===== config.mk =====
export PLATFORM = sky130hd
export DESIGN_NAME = fcd_decoder
export DESIGN_NICKNAME = d
export VERILOG_FILES = /design/src/design/fcd_pkg.sv /design/src/design/fcd_sync.sv /design/src/design/fcd_timer.sv /design/src/design/fcd_decoder.sv
export SDC_FILE = /design/constraint.sdc
export NUM_CORES = 1
export LEC_CHECK = 0
export BUFFER_PORTS_ARGS = -buffer_cell sky130_fd_sc_hd__buf_2
export CAP_MARGIN = 10
export CORE_MARGIN = 4
export CORE_UTILIZATION = 40
export DETAILED_ROUTE_END_ITERATION = 8
export MAX_ROUTING_LAYER = met4
export PLACE_DENSITY_LB_ADDON = 0.2
export SLEW_MARGIN = 10
export SYNTH_ARGS = -nofsm -noshare
export SYNTH_HDL_FRONTEND = slang
export SYNTH_SLANG_ARGS = --single-unit

===== constraint.sdc =====
create_clock -name clock -period 6 [get_ports clock]
set_input_delay 0.3 -clock clock [delete_from_list [all_inputs] [get_ports clock]]
set_output_delay 0.3 -clock clock [all_outputs]
set_load 0.005 [all_outputs]

===== src/design/fcd_pkg.sv =====
/*
   Shared constants for the flash command decoder: command bytes, command
   addresses, field positions, timing figures and reset values.
   Assumes a single 20 MHz clock domain for every file that imports it.
*/
package fcd_pkg;

   // ----------------------------------------------------------------
   // clock and timing
   // ----------------------------------------------------------------
   localparam int CLOCK_HZ           = 20_000_000;
   localparam int ERASE_WINDOW_US    = 80;
   // longest time: round down, never below one cycle
   localparam int ERASE_WINDOW_RAW   = (ERASE_WINDOW_US * (CLOCK_HZ / 1_000_000));
   localparam int ERASE_WINDOW_CYC   = (ERASE_WINDOW_RAW < 1) ? 1 : ERASE_WINDOW_RAW;
   localparam int CMD_TIMEOUT_DEF    = 2000;

   // ----------------------------------------------------------------
   // widths and field positions
   // ----------------------------------------------------------------
   localparam int ADDR_W             = 16;
   localparam int DATA_W             = 8;
   localparam int CMD_ADDR_W         = 12;
   localparam int MAIN_SEL_W         = 8;
   localparam int BOOT_SEL_W         = 4;
   localparam int SECT_W             = MAIN_SEL_W + BOOT_SEL_W;
   localparam int BIT_A0             = 0;
   localparam int BIT_A1             = 1;
   localparam int BIT_A6             = 6;

   // ----------------------------------------------------------------
   // command addresses and bytes
   // ----------------------------------------------------------------
   localparam logic [CMD_ADDR_W-1:0] ADDR_CODE1 = 12'h555;
   localparam logic [CMD_ADDR_W-1:0] ADDR_CODE2 = 12'hAAA;
   localparam logic [DATA_W-1:0] CMD_UNLOCK1    = 8'hAA;
   localparam logic [DATA_W-1:0] CMD_UNLOCK2    = 8'h55;
   localparam logic [DATA_W-1:0] CMD_PROGRAM    = 8'hA0;
   localparam logic [DATA_W-1:0] CMD_ERASE_SET  = 8'h80;
   localparam logic [DATA_W-1:0] CMD_SECT_ERASE = 8'h30;
   localparam logic [DATA_W-1:0] CMD_BULK_ERASE = 8'h10;
   localparam logic [DATA_W-1:0] CMD_IDENT      = 8'h90;
   localparam logic [DATA_W-1:0] CMD_BYPASS     = 8'h20;
   localparam logic [DATA_W-1:0] CMD_BYP_EXIT   = 8'h00;
   localparam logic [DATA_W-1:0] CMD_SUSPEND    = 8'hB0;
   localparam logic [DATA_W-1:0] CMD_RESET      = 8'hF0;

   // ----------------------------------------------------------------
   // read answers and reset values
   // ----------------------------------------------------------------
   localparam logic [DATA_W-1:0] PROT_YES       = 8'h01;
   localparam logic [DATA_W-1:0] PROT_NO        = 8'h00;
   localparam logic [DATA_W-1:0] DEVICE_ID_DEF  = 8'h5A;  // arbitrary
   localparam logic [DATA_W-1:0] DATA_RST       = 8'h00;
   localparam logic [ADDR_W-1:0] ADDR_RST       = 16'h0000;
   localparam logic [SECT_W-1:0] SECT_RST       = 12'h000;

   // ----------------------------------------------------------------
   // decoder states
   // ----------------------------------------------------------------
   typedef enum logic [11:0] {
      FCD_READ      = 12'b0000_0000_0001,
      FCD_UNLK1     = 12'b0000_0000_0010,
      FCD_UNLK2     = 12'b0000_0000_0100,
      FCD_PROG      = 12'b0000_0000_1000,
      FCD_ERS3      = 12'b0000_0001_0000,
      FCD_ERS4      = 12'b0000_0010_0000,
      FCD_ERS5      = 12'b0000_0100_0000,
      FCD_ERS_MORE  = 12'b0000_1000_0000,
      FCD_AUTOSEL   = 12'b0001_0000_0000,
      FCD_BYP       = 12'b0010_0000_0000,
      FCD_BYP_PROG  = 12'b0100_0000_0000,
      FCD_BYP_RST   = 12'b1000_0000_0000
   } fcd_state_t;

endpackage


===== src/design/fcd_sync.sv =====
/*
   Two flip-flop synchroniser for a bus of pin inputs.
   Assumes the inputs are asynchronous to clock; bus members are not
   guaranteed to resolve in the same cycle, so callers sample settled data.
*/
module fcd_sync
   import fcd_pkg::*;
#(
   parameter int                WIDTH = 1,
   parameter logic [WIDTH-1:0]  INIT  = '0
)(
   input  wire logic             clock,
   input  wire logic             rst,
   input  wire logic             ce,
   input  wire logic [WIDTH-1:0] d,
   output logic      [WIDTH-1:0] q
);

   logic [WIDTH-1:0] meta;

   // meta feeds only q
   always_ff @(posedge clock or posedge rst)
   begin
      if (rst)
      begin
         meta <= INIT;
         q    <= INIT;
      end
      else if (ce)
      begin
         meta <= d;
         q    <= meta;
      end
   end

endmodule


===== src/design/fcd_timer.sv =====
/*
   One-shot down counter: start loads the period, expired pulses one
   cycle when it runs out, stop abandons it.
   Assumes start and stop come from logic on the same clock.
*/
module fcd_timer
   import fcd_pkg::*;
#(
   parameter int CYCLES = 16
)(
   input  wire logic clock,
   input  wire logic rst,
   input  wire logic ce,
   input  wire logic start,
   input  wire logic stop,
   output logic      expired
);

   localparam int CW = $clog2(CYCLES + 1);
   localparam logic [CW-1:0] LOAD = CW'(CYCLES - 1);
   localparam logic [CW-1:0] ZERO = '0;

   logic [CW-1:0] count;
   logic          running;

   always_ff @(posedge clock or posedge rst)
   begin
      if (rst)
      begin
         count   <= ZERO;
         running <= 1'b0;
         expired <= 1'b0;
      end
      else if (ce)
      begin
         expired <= 1'b0;
         if (start)
         begin
            count   <= LOAD;
            running <= 1'b1;
         end
         else if (stop)
            running <= 1'b0;
         else if (running)
         begin
            if (count == ZERO)
            begin
               running <= 1'b0;
               expired <= 1'b1;
            end
            else
               count <= count - CW'(1);
         end
      end
   end

endmodule


===== src/design/fcd_decoder.sv =====
/*
   Flash command decoder: watches the microcontroller bus, walks the
   multi-cycle command sequences and launches program, erase, suspend and
   resume operations towards the embedded algorithm engine; answers reads
   with array data, identifier or protection status.
   Assumes the engine sits on the same clock and reports busy, failure,
   erase-in-progress, array read data and protection of the selected sector.
*/
// Notes on behaviour
// - commands open with AA@555 then 55@AAA
// - only low twelve address bits compared
// - main or boot array chosen by selects
// - bytes decoded in sequence, gaps timed
// - bad byte or timeout returns read mode, or bypass mode while in bypass
// - read mode returns array data directly
// - F0 at even address resets to read; in bypass mode the code stays in bypass instead
// - address on strobe fall, data on rise
// - protect read at A1A0=10 gives 01/00
// - more 30h sectors accepted within 80us
// - bypass entry 20h, then two-write program
// - bypass exit with 90h then 00h
// - B0 suspends only a running sector erase
// - 30h resumes only a suspended erase
// - read mode after power-up
// - writes blocked below lockout threshold
// - erase sequence, sector or bulk sixth write
// - identifier read at A6A1A0=001, main array
// - byte program: A0 then data write
// - ready/busy low while program or erase
// - program to protected sector is discarded
// - reset command clears error flag
module fcd_decoder
   import fcd_pkg::*;
#(
   parameter int                CMD_TIMEOUT_CYCLES = CMD_TIMEOUT_DEF,
   parameter logic [DATA_W-1:0] DEVICE_ID          = DEVICE_ID_DEF  // arbitrary value
)(
   input  wire logic                  clock,
   input  wire logic                  rst,
   input  wire logic                  ce,
   input  wire logic                  wr_n,
   input  wire logic                  rd_n,
   input  wire logic [ADDR_W-1:0]     addr,
   input  wire logic [DATA_W-1:0]     data_in,
   input  wire logic [MAIN_SEL_W-1:0] main_sector_selects,
   input  wire logic [BOOT_SEL_W-1:0] boot_sector_selects,
   input  wire logic                  supply_low,
   input  wire logic                  engine_busy,
   input  wire logic                  engine_fail,
   input  wire logic                  erase_running,
   input  wire logic                  sector_protected,
   input  wire logic [DATA_W-1:0]     array_data,
   output logic      [DATA_W-1:0]     data_out,
   output logic                       data_oe_n,
   output logic                       ready_busy_pin,
   output logic                       error_flag_bit,
   output logic                       op_program,
   output logic                       op_sector_erase,
   output logic                       op_bulk_erase,
   output logic                       op_suspend,
   output logic                       op_resume,
   output logic                       op_target_boot,
   output logic      [ADDR_W-1:0]     op_address,
   output logic      [DATA_W-1:0]     op_data,
   output logic      [SECT_W-1:0]     erase_sectors
);

   // ----------------------------------------------------------------
   // helpers
   // ----------------------------------------------------------------
   function automatic logic cmd_at(input logic [ADDR_W-1:0]     a,
                                   input logic [DATA_W-1:0]     d,
                                   input logic [CMD_ADDR_W-1:0] ea,
                                   input logic [DATA_W-1:0]     ed);
      cmd_at = (a[CMD_ADDR_W-1:0] == ea) && (d == ed);
   endfunction

   function automatic logic cmd_even(input logic [ADDR_W-1:0] a,
                                     input logic [DATA_W-1:0] d,
                                     input logic [DATA_W-1:0] ed);
      cmd_even = !a[BIT_A0] && (d == ed);
   endfunction

   // ----------------------------------------------------------------
   // pin synchronisers
   // ----------------------------------------------------------------
   localparam int PIN_W = 2 + ADDR_W + DATA_W + SECT_W + 1;

   logic [PIN_W-1:0] pins_s;
   logic             wr_s;
   logic             rd_s;
   logic [ADDR_W-1:0] addr_s;
   logic [DATA_W-1:0] data_s;
   logic [SECT_W-1:0] sel_s;
   logic             low_s;

   // strobes idle high so no false edge at release
   fcd_sync #(
      .WIDTH (PIN_W),
      .INIT  ({2'b11, {(PIN_W-2){1'b0}}})
   ) u_sync (
      .clock (clock),
      .rst   (rst),
      .ce    (ce),
      .d     ({wr_n, rd_n, addr, data_in, boot_sector_selects, main_sector_selects,
               supply_low}),
      .q     (pins_s)
   );

   assign {wr_s, rd_s, addr_s, data_s, sel_s, low_s} = pins_s;

   // ----------------------------------------------------------------
   // strobe edges and latches
   // ----------------------------------------------------------------
   logic             wr_d;
   logic             wr_active;
   logic [ADDR_W-1:0] lat_addr;
   logic [SECT_W-1:0] lat_sel;
   logic             wr_fall;
   logic             wr_rise;
   logic             commit;
   logic             lat_main;
   logic             lat_boot;

   assign wr_fall  = wr_d && !wr_s;
   assign wr_rise  = !wr_d && wr_s;
   assign lat_main = |lat_sel[MAIN_SEL_W-1:0];
   assign lat_boot = |lat_sel[SECT_W-1:MAIN_SEL_W];

   always_ff @(posedge clock or posedge rst)
   begin
      if (rst)
      begin
         wr_d      <= 1'b1;
         wr_active <= 1'b0;
         lat_addr  <= ADDR_RST;
         lat_sel   <= SECT_RST;
      end
      else if (ce)
      begin
         wr_d <= wr_s;
         if (wr_fall)
         begin
            // a cycle started under lockout is never armed
            wr_active <= !low_s;
            lat_addr  <= addr_s;
            lat_sel   <= sel_s;
         end
         else if (wr_rise)
            wr_active <= 1'b0;
      end
   end

   // unselected writes go to neither array
   logic sus;
   logic wr_ok;

   assign wr_ok  = !engine_busy || (erase_running && !sus && data_s == CMD_SUSPEND);
   assign commit = wr_rise && wr_active && (lat_main || lat_boot) && wr_ok;

   // ----------------------------------------------------------------
   // timers
   // ----------------------------------------------------------------
   fcd_state_t state;
   fcd_state_t next_state;
   logic       cmd_expired;
   logic       win_expired;
   logic       win_start;
   logic       mid_seq;
   logic       in_byp;

   assign mid_seq = (state != FCD_READ) && (state != FCD_AUTOSEL) &&
                    (state != FCD_BYP) && (state != FCD_ERS_MORE);
   assign in_byp  = (state == FCD_BYP_PROG) || (state == FCD_BYP_RST);
   assign win_start = commit && data_s == CMD_SECT_ERASE &&
                      (state == FCD_ERS5 || state == FCD_ERS_MORE);

   fcd_timer #(
      .CYCLES (CMD_TIMEOUT_CYCLES)
   ) u_cmd_timer (
      .clock   (clock),
      .rst     (rst),
      .ce      (ce),
      .start   (commit),
      .stop    (!mid_seq),
      .expired (cmd_expired)
   );

   fcd_timer #(
      .CYCLES (ERASE_WINDOW_CYC)
   ) u_win_timer (
      .clock   (clock),
      .rst     (rst),
      .ce      (ce),
      .start   (win_start),
      .stop    (state != FCD_ERS_MORE),
      .expired (win_expired)
   );

   // ----------------------------------------------------------------
   // sequence decoder
   // ----------------------------------------------------------------
   always_comb
   begin
      next_state = state;
      if (commit)
      begin
         case (state)
            FCD_READ:
               if (cmd_at(lat_addr, data_s, ADDR_CODE1, CMD_UNLOCK1))
                  next_state = FCD_UNLK1;
            FCD_UNLK1:
               if (cmd_at(lat_addr, data_s, ADDR_CODE2, CMD_UNLOCK2))
                  next_state = FCD_UNLK2;
               else
                  next_state = FCD_READ;
            FCD_UNLK2:
               if (cmd_at(lat_addr, data_s, ADDR_CODE1, CMD_PROGRAM))
                  next_state = FCD_PROG;
               else if (cmd_at(lat_addr, data_s, ADDR_CODE1, CMD_ERASE_SET) && !sus)
                  next_state = FCD_ERS3;
               else if (cmd_at(lat_addr, data_s, ADDR_CODE1, CMD_IDENT))
                  next_state = FCD_AUTOSEL;
               else if (cmd_at(lat_addr, data_s, ADDR_CODE1, CMD_BYPASS) && !sus)
                  next_state = FCD_BYP;
               else
                  next_state = FCD_READ;
            FCD_PROG:
               next_state = FCD_READ;
            FCD_ERS3:
               next_state = cmd_at(lat_addr, data_s, ADDR_CODE2, CMD_UNLOCK1) ?
                            FCD_ERS4 : FCD_READ;
            FCD_ERS4:
               next_state = cmd_at(lat_addr, data_s, ADDR_CODE2, CMD_UNLOCK2) ?
                            FCD_ERS5 : FCD_READ;
            FCD_ERS5:
               if (data_s == CMD_SECT_ERASE)
                  next_state = FCD_ERS_MORE;
               else
                  next_state = FCD_READ;
            FCD_ERS_MORE:
               if (data_s != CMD_SECT_ERASE)
                  next_state = FCD_READ;
            FCD_AUTOSEL:
               if (cmd_even(lat_addr, data_s, CMD_RESET))
                  next_state = FCD_READ;
            FCD_BYP:
               if (cmd_even(lat_addr, data_s, CMD_PROGRAM))
                  next_state = FCD_BYP_PROG;
               else if (cmd_even(lat_addr, data_s, CMD_IDENT))
                  next_state = FCD_BYP_RST;
            FCD_BYP_PROG:
               next_state = FCD_BYP;
            FCD_BYP_RST:
               next_state = cmd_even(lat_addr, data_s, CMD_BYP_EXIT) ?
                            FCD_READ : FCD_BYP;
            default:
               next_state = FCD_READ;
         endcase
         // reset works in any cycle except the program data cycle and bypass mode
         if (cmd_even(lat_addr, data_s, CMD_RESET) && !in_byp && state != FCD_PROG &&
             state != FCD_BYP)
            next_state = FCD_READ;
      end
      else if (cmd_expired && mid_seq)
         next_state = in_byp ? FCD_BYP : FCD_READ;
      else if (win_expired)
         next_state = FCD_READ;
   end

   always_ff @(posedge clock or posedge rst)
   begin
      if (rst)
         state <= FCD_READ;
      else if (ce)
         state <= next_state;
   end

   // ----------------------------------------------------------------
   // operation launch
   // ----------------------------------------------------------------
   logic prog_cycle;
   logic ers_done;
   logic reset_cmd;

   assign prog_cycle = commit && (state == FCD_PROG || state == FCD_BYP_PROG);
   assign ers_done   = (state == FCD_ERS_MORE) &&
                       (win_expired || (commit && data_s != CMD_SECT_ERASE));
   assign reset_cmd  = commit && next_state == FCD_READ &&
                       cmd_even(lat_addr, data_s, CMD_RESET);

   always_ff @(posedge clock or posedge rst)
   begin
      if (rst)
      begin
         op_program      <= 1'b0;
         op_sector_erase <= 1'b0;
         op_bulk_erase   <= 1'b0;
         op_suspend      <= 1'b0;
         op_resume       <= 1'b0;
         op_target_boot  <= 1'b0;
         op_address      <= ADDR_RST;
         op_data         <= DATA_RST;
         erase_sectors   <= SECT_RST;
         sus             <= 1'b0;
      end
      else if (ce)
      begin
         op_program      <= 1'b0;
         op_sector_erase <= 1'b0;
         op_bulk_erase   <= 1'b0;
         op_suspend      <= 1'b0;
         op_resume       <= 1'b0;
         if (commit)
            op_target_boot <= !lat_main;
         if (prog_cycle)
         begin
            op_address <= lat_addr;
            op_data    <= data_s;
            op_program <= !sector_protected;
         end
         if (commit && state == FCD_ERS5)
         begin
            if (data_s == CMD_SECT_ERASE)
               erase_sectors <= lat_sel;
            else if (cmd_at(lat_addr, data_s, ADDR_CODE1, CMD_BULK_ERASE))
               op_bulk_erase <= 1'b1;
         end
         if (win_start && state == FCD_ERS_MORE)
            erase_sectors <= erase_sectors | lat_sel;
         if (ers_done)
            op_sector_erase <= 1'b1;
         if (commit && state == FCD_READ)
         begin
            if (data_s == CMD_SUSPEND && erase_running && !sus)
            begin
               op_suspend <= 1'b1;
               sus        <= 1'b1;
            end
            else if (cmd_even(lat_addr, data_s, CMD_SECT_ERASE) && sus)
            begin
               op_resume <= 1'b1;
               sus       <= 1'b0;
            end
         end
         if (reset_cmd && state == FCD_READ && !erase_running)
            sus <= 1'b0;
      end
   end

   // ----------------------------------------------------------------
   // status pins
   // ----------------------------------------------------------------
   always_ff @(posedge clock or posedge rst)
   begin
      if (rst)
      begin
         ready_busy_pin <= 1'b1;
         error_flag_bit <= 1'b0;
      end
      else if (ce)
      begin
         // program, erase and resume launch pulses count as busy before the engine answers
         ready_busy_pin <= !(engine_busy || op_program || op_sector_erase ||
                             op_bulk_erase || op_resume);
         // a failure in the same cycle beats the clear
         if (engine_fail)
            error_flag_bit <= 1'b1;
         else if (reset_cmd)
            error_flag_bit <= 1'b0;
      end
   end

   // ----------------------------------------------------------------
   // read path
   // ----------------------------------------------------------------
   logic rd_main;
   logic rd_any;

   assign rd_main = |sel_s[MAIN_SEL_W-1:0];
   assign rd_any  = rd_main || (|sel_s[SECT_W-1:MAIN_SEL_W]);

   always_ff @(posedge clock or posedge rst)
   begin
      if (rst)
      begin
         data_out  <= DATA_RST;
         data_oe_n <= 1'b1;
      end
      else if (ce)
      begin
         data_oe_n <= !(!rd_s && rd_any);
         if (state == FCD_AUTOSEL && addr_s[BIT_A1] && !addr_s[BIT_A0])
            data_out <= sector_protected ? PROT_YES : PROT_NO;
         else if (state == FCD_AUTOSEL && rd_main && !addr_s[BIT_A6] &&
                  !addr_s[BIT_A1] && addr_s[BIT_A0])
            data_out <= DEVICE_ID;
         else
            data_out <= array_data;
      end
   end

endmodule


======== Word level (Yosys, flattened, before mapping) ========
Index checks and enable logic that the tools add are counted.
word-level totals
  memory bits (writable) .................. 0
  memories kept ........................... 0
  bits in latches ......................... 0
  output and inout bits ................... 53
  register bits ........................... 200
  bits of input ports ..................... 54
  bits in read-only memories .............. 0
cells by class
  $lt $le $gt $ge ......................... 0
  bitwise gates (word level) .............. 1
  equal/unequal tests ..................... 34
  shifts and indexed selects .............. 0
  multipliers ............................. 0
  reductions and logical operators ........ 103
  $add $sub $neg .......................... 2
  div/mod/pow operators ................... 0
  mux-type cells .......................... 68
operator list
  cell                                                                  count
  12-bit two-way mux                                                    12
  12-bit one-hot mux with 11 select lines                               1
  11-bit two-way mux                                                    8
  10-bit two-way mux                                                    6
  1-bit logical AND                                                     51
  8-bit == test, second input constant                                  6
  1-bit two-way mux                                                     35
  12-bit by 1-bit == test with 1-bit output, second input constant      2
  12-bit by 11-bit == test with 1-bit output, second input constant     2
  12-bit == test, second input constant                                 2
  8-bit two-way mux                                                     3
  11-bit logical NOT                                                    2
  11-bit by 1-bit subtractor with 11-bit output, second input constant  2
  8-bit by 6-bit == test with 1-bit output, second input constant       2
  1-bit logical NOT                                                     16
  2-bit nonzero test                                                    8
  8-bit OR reduction                                                    2
  12-bit by 10-bit == test with 1-bit output, second input constant     1
  12-bit by 2-bit == test with 1-bit output, second input constant      1
  12-bit by 3-bit == test with 1-bit output, second input constant      1
  12-bit by 4-bit == test with 1-bit output, second input constant      1
  12-bit by 5-bit == test with 1-bit output, second input constant      1
  12-bit by 6-bit == test with 1-bit output, second input constant      1
  12-bit by 7-bit == test with 1-bit output, second input constant      1
  22 further kinds                                                      41

======== Longest topological paths before layout ========
  depth after elaboration ................. 17
  gate-level depth with buffers ........... 10
  gate-level depth less buffers ........... 9

======== Cells and area by module ========
A second synthesis with hierarchy kept.
second synthesis, totals
  cell total of the unflattened synthesis .. 734
  area, all modules ....................... 9,192.6 µm²
by module, submodules not included
  module                    times used  cells an instance  area an instance (µm²)
  fcd_decoder               1           421                4,738.3
  fcd_sync                  1           166                2,984.1
  fcd_timer at u_win_timer  1           76                 745.7
  fcd_timer at u_cmd_timer  1           71                 724.4

======== Worst setup path after synthesis ========
No wires, ideal clock.
  kind .................................... register to register
  start ................................... register u_cmd_timer.count[3]
  end ..................................... register u_cmd_timer.count[7]
  stages on the path, launching flop included .. 8
  path slack .............................. 3,213 ps
  path buffers ............................ 0
  setup time .............................. 132 ps
  data arrival time ....................... 2,656 ps
  path through ............................ dfrtp_1 or4_4 or3_1 or4b_1 o2111a_2 o21ai_4 nor3_1 or3b_1
on the way
  cells in the longest elaborated chain, start to end .. 5
ends and longest elaborated chain
  item                                           RTL line         source
  start, declared                                fcd_timer.sv:23  logic [CW-1:0] count;
  start signal, assigned                         fcd_timer.sv:52  count <= count - CW'(1);
  11-bit by 1-bit subtractor with 11-bit output  fcd_timer.sv:52
  11-bit two-way mux                             fcd_timer.sv:46  if (count == ZERO)
  11-bit two-way mux                             fcd_timer.sv:44  else if (running)
  11-bit two-way mux                             fcd_timer.sv:42  else if (stop)
  11-bit two-way mux                             fcd_timer.sv:37  if (start)
Parallel ways exist; a longest one is shown, timed or not. The select of a mux whose other input is x is not followed.
A chain may end at the register's enable or synchronous reset.

======== Worst setup path in the final report ========
  start ................................... register state[9]
  end ..................................... register u_win_timer.count[7]
on the way
  cells in the longest elaborated chain, start to end .. 5
ends and longest elaborated chain
  item                                                                                                    RTL line            source
  start, declared                                                                                         fcd_decoder.sv:164  fcd_state_t state;
  start signal, assigned                                                                                  fcd_decoder.sv:276  state <= next_state;
  12-bit by 7-bit == test with 1-bit output or 12-bit by 8-bit == test with 1-bit output (tied branches)  fcd_decoder.sv:176  (state == FCD_ERS5 || state == FCD_ERS_MORE);
  1-bit logical OR                                                                                        fcd_decoder.sv:176
  1-bit logical AND                                                                                       fcd_decoder.sv:175  assign win_start = commit && data_s == CMD_SECT_ERASE &&
  2-bit inequality test (no source line) or 2-bit nonzero test (tied branches)                            n/a
  4-bit AND reduction (no source line)                                                                    n/a
  end signal, assigned                                                                                    fcd_timer.sv:52
  end, declared                                                                                           fcd_timer.sv:23
Parallel ways exist; a longest one is shown, timed or not.

==> flow_summary.json <==
{
  "post_synth.cell_area_avg_um2": 12.2,
  "drive_gt1_share_pct": 35.3,
  "die_area_um2": 24400,
  "drt_iter0_drc": 368,
  "placed_cell_area_um2": 9600,
  "fp.dieH_um": 156,
  "synth_area_leader_cell": "dfrtp_1",
  "drt_wl_total_mm": 20.2,
  "rows": 53,
  "cts_tree": "built",
  "grt-ovfl-total": 0,
  "powerDensity_nw_per_um2": 333,
  "layout.nets": 874,
  "synthTopCellsByArea": "dfrtp_1 (55%), mux2_2 (17%), dfstp_2 (2.4%), nand2_1 (1.9%), o21ai_0 (1.8%)",
  "synth_nets": 778,
  "critPathLaunchType": "flop",
  "place_hpwl_mm": 14.3,
  "status": "complete, no violations",
  "via_per_inst": 5.48,
  "routabilityCongestion": 0.871,
  "arrival_ps": 3530,
  "drcViolationCount": 0,
  "relSlewSlack_pct": 28.1,
  "synth_cells": 720,
  "cts_buffer_depth": 2,
  "critPathCaptureType": "flop",
  "place_inst": 1072,
  "fill_cells": 1904,
  "synth_cell_types": 58,
  "tightestPinTransition_ps": 1080,
  "synth_seq_area_share_pct": 57.0,
  "dr.pass1.iters": 5,
  "via_count": 6058,
  "clk_latency_ps": 430,
  "grt_pass1_vias": 6278,
  "synth_ff_type": "dfrtp_1",
  "fmaxAchievable_ghz": 0.311,
  "hold_viol_final": 0,
  "ys_ff_latch": 200,
  "syn_area_um2": 8800,
  "p_leak_uw": 0.00462,
  "hold_depth": 3,
  "fin_crit_ps": 3220,
  "ctsHoldBuffers": 0,
  "cts-resized-gates": 0,
  "port_buffers": 106,
  "initial_core_util_pct": 41.2,
  "h-tree-depth": 4,
  "io_pins": 107,
  "core_um2": 21400,
  "drv_slew": 0,
  "finalCritPeriodShare_pct": 53.7,
  "grt_pass1_wl_mm": 33.3,
  "cts-root-buf": "clkbuf_16",
  "cp.required_ps": 6310,
  "setup_tns_ps": 0,
  "antenna_found_initial": 2,
  "synthArstFlopShare_pct": 100,
  "grt_max_degree": 160,
  "numCtsBuffers": 17,
  "yosysTopAreaCellShare_pct": 54.6,
  "hold_class": "in -> reg",
  "area_growth_pct": 15.9,
  "crit_type": "reg -> reg",
  "final_cell_area_um2": 10200,
  "die-width_um": 156,
  "wl_per_cell_um": 18.3,
  "antenna_left": 0,
  "cts_setup_buffers": 0,
  "hold_ws_ps": 81.4,
  "worst-r2r-cell-count": 6,
  "grt.total_usage_pct": 17.5,
  "crit_path_max_fanout": 18,
  "synth_edf_count": 0,
  "ys_warn_count": 0,
  "peakVddDrop_uv": 183,
  "clock-sinks": 200,
  "rsz0062_at_grt": "no",
  "final_cells": 1106,
  "clk_pin_slew_ps": 80,
  "fin_skew_ps": 12.9,
  "cap_violations": 0,
  "finalSetupViolations": 0
}
state kept, by name, summed over array words and instances, names as in the netlist, 8 cells and up:
signal             flops
state                 12
u_win_timer.count     11
lat_addr              16
u_sync.q              39
op_data                8
op_address            16
lat_sel               12
erase_sectors         12
data_out               8
u_sync.meta           39
u_cmd_timer.count     11
cell families (layout without fill, tap and decap cells):
kind of cell,after synthesis,after routing,synth area share [%]
buf+inv,61,170,2.66
xor+xnor,9,9,0.896
other cells,0,2,0
mux,132,132,16.9
flops,200,200,57.0
simple gates,203,203,13.2
compound gates,111,111,8.79
fa+ha+maj,4,4,0.569
final cells by class:
cell class,instances,area [µm²],share of cell area (%)
Sequential cell,200,5010,49.2
Multi-Input combinational cell,459,3550,34.8
Timing Repair Buffer,113,586,5.75
Clock buffer,18,429,4.21
Tap cell,275,344,3.38
Clock inverter,14,160,1.57
Inverter,25,101,0.994
Antenna cell,2,5.00,0.0491
power breakdown:
part | switching [µW] | internal (µW)
registers | 192 | 1560
logic | 246 | 270
clock network | 563 | 561
worst max-delay path, cell delays in order (launching register included):
cell and delay (ps):
dfrtp_1 520, nor4_2 750, nand3_1 250, nor4_1 660, and2_1 660, or4_1 220
nand2_1 50
Yosys cell counts, drive strengths merged (10+ instances only):
| cell | instances |
|---|---|
| nor2 | 28 |
| nor3 | 17 |
| inv | 25 |
| a22o | 13 |
| mux2 | 130 |
| a21oi | 13 |
| clkbuf | 31 |
| dfrtp | 192 |
| nor4 | 18 |
| nand4 | 12 |
| o21ai | 33 |
| nor2b | 10 |
| nand2 | 44 |
| nand3 | 12 |
metal layers:
layer | share of wire, % | up-vias | track usage, %
met4 | 0.80 | 0 | 4.09
li1 | - | 2841 | -
met5 | 0 | - | -
met1 | 47 | 3061 | 23.8
met3 | 5.7 | 14 | 4.70
met2 | 47 | 142 | 26.5
through the flow:
step           utilization, %  total power [µW]  setup WS (ps)
2_1_floorplan               -              2120            259
3_3_place_gp             44.9              2270           2730
3_5_place_dp             44.9              2300           2800
4_1_cts                  47.7              3430           2770
5_1_grt                  47.7              3580           2390
6_report                 47.7              3400           2780
cell usage in the layout (no fill, tap or decap), drive strengths merged, types with 8 or more instances in the layout:
cell	count
o31ai	9
nand2b	8
inv	30
nor3	17
nor4	18
dfstp	8
or3	9
a22o	13
nand3	12
nor2	28
clkbuf	18
nor2b	10
nor4bb	9
clkinv	8
dfrtp	192
nand4	12
buf	113
mux2	130
or4	8
a21oi	13
o21ai	33
nand2	44
worst paths after layout:
path                                 from              endpoint  slack [ps]
setup reg to reg                 state[9]  u_win_timer.count[7]        2780
max in group asynchronous             rst              state[0]        4610
setup / recovery                 state[9]  u_win_timer.count[7]        2780
hold reg to reg            ready_busy_pin        ready_busy_pin         480
min in group asynchronous             rst        u_sync.meta[8]         130
hold / removal                engine_fail        error_flag_bit          80
Power figures use the tool's default switching activity.
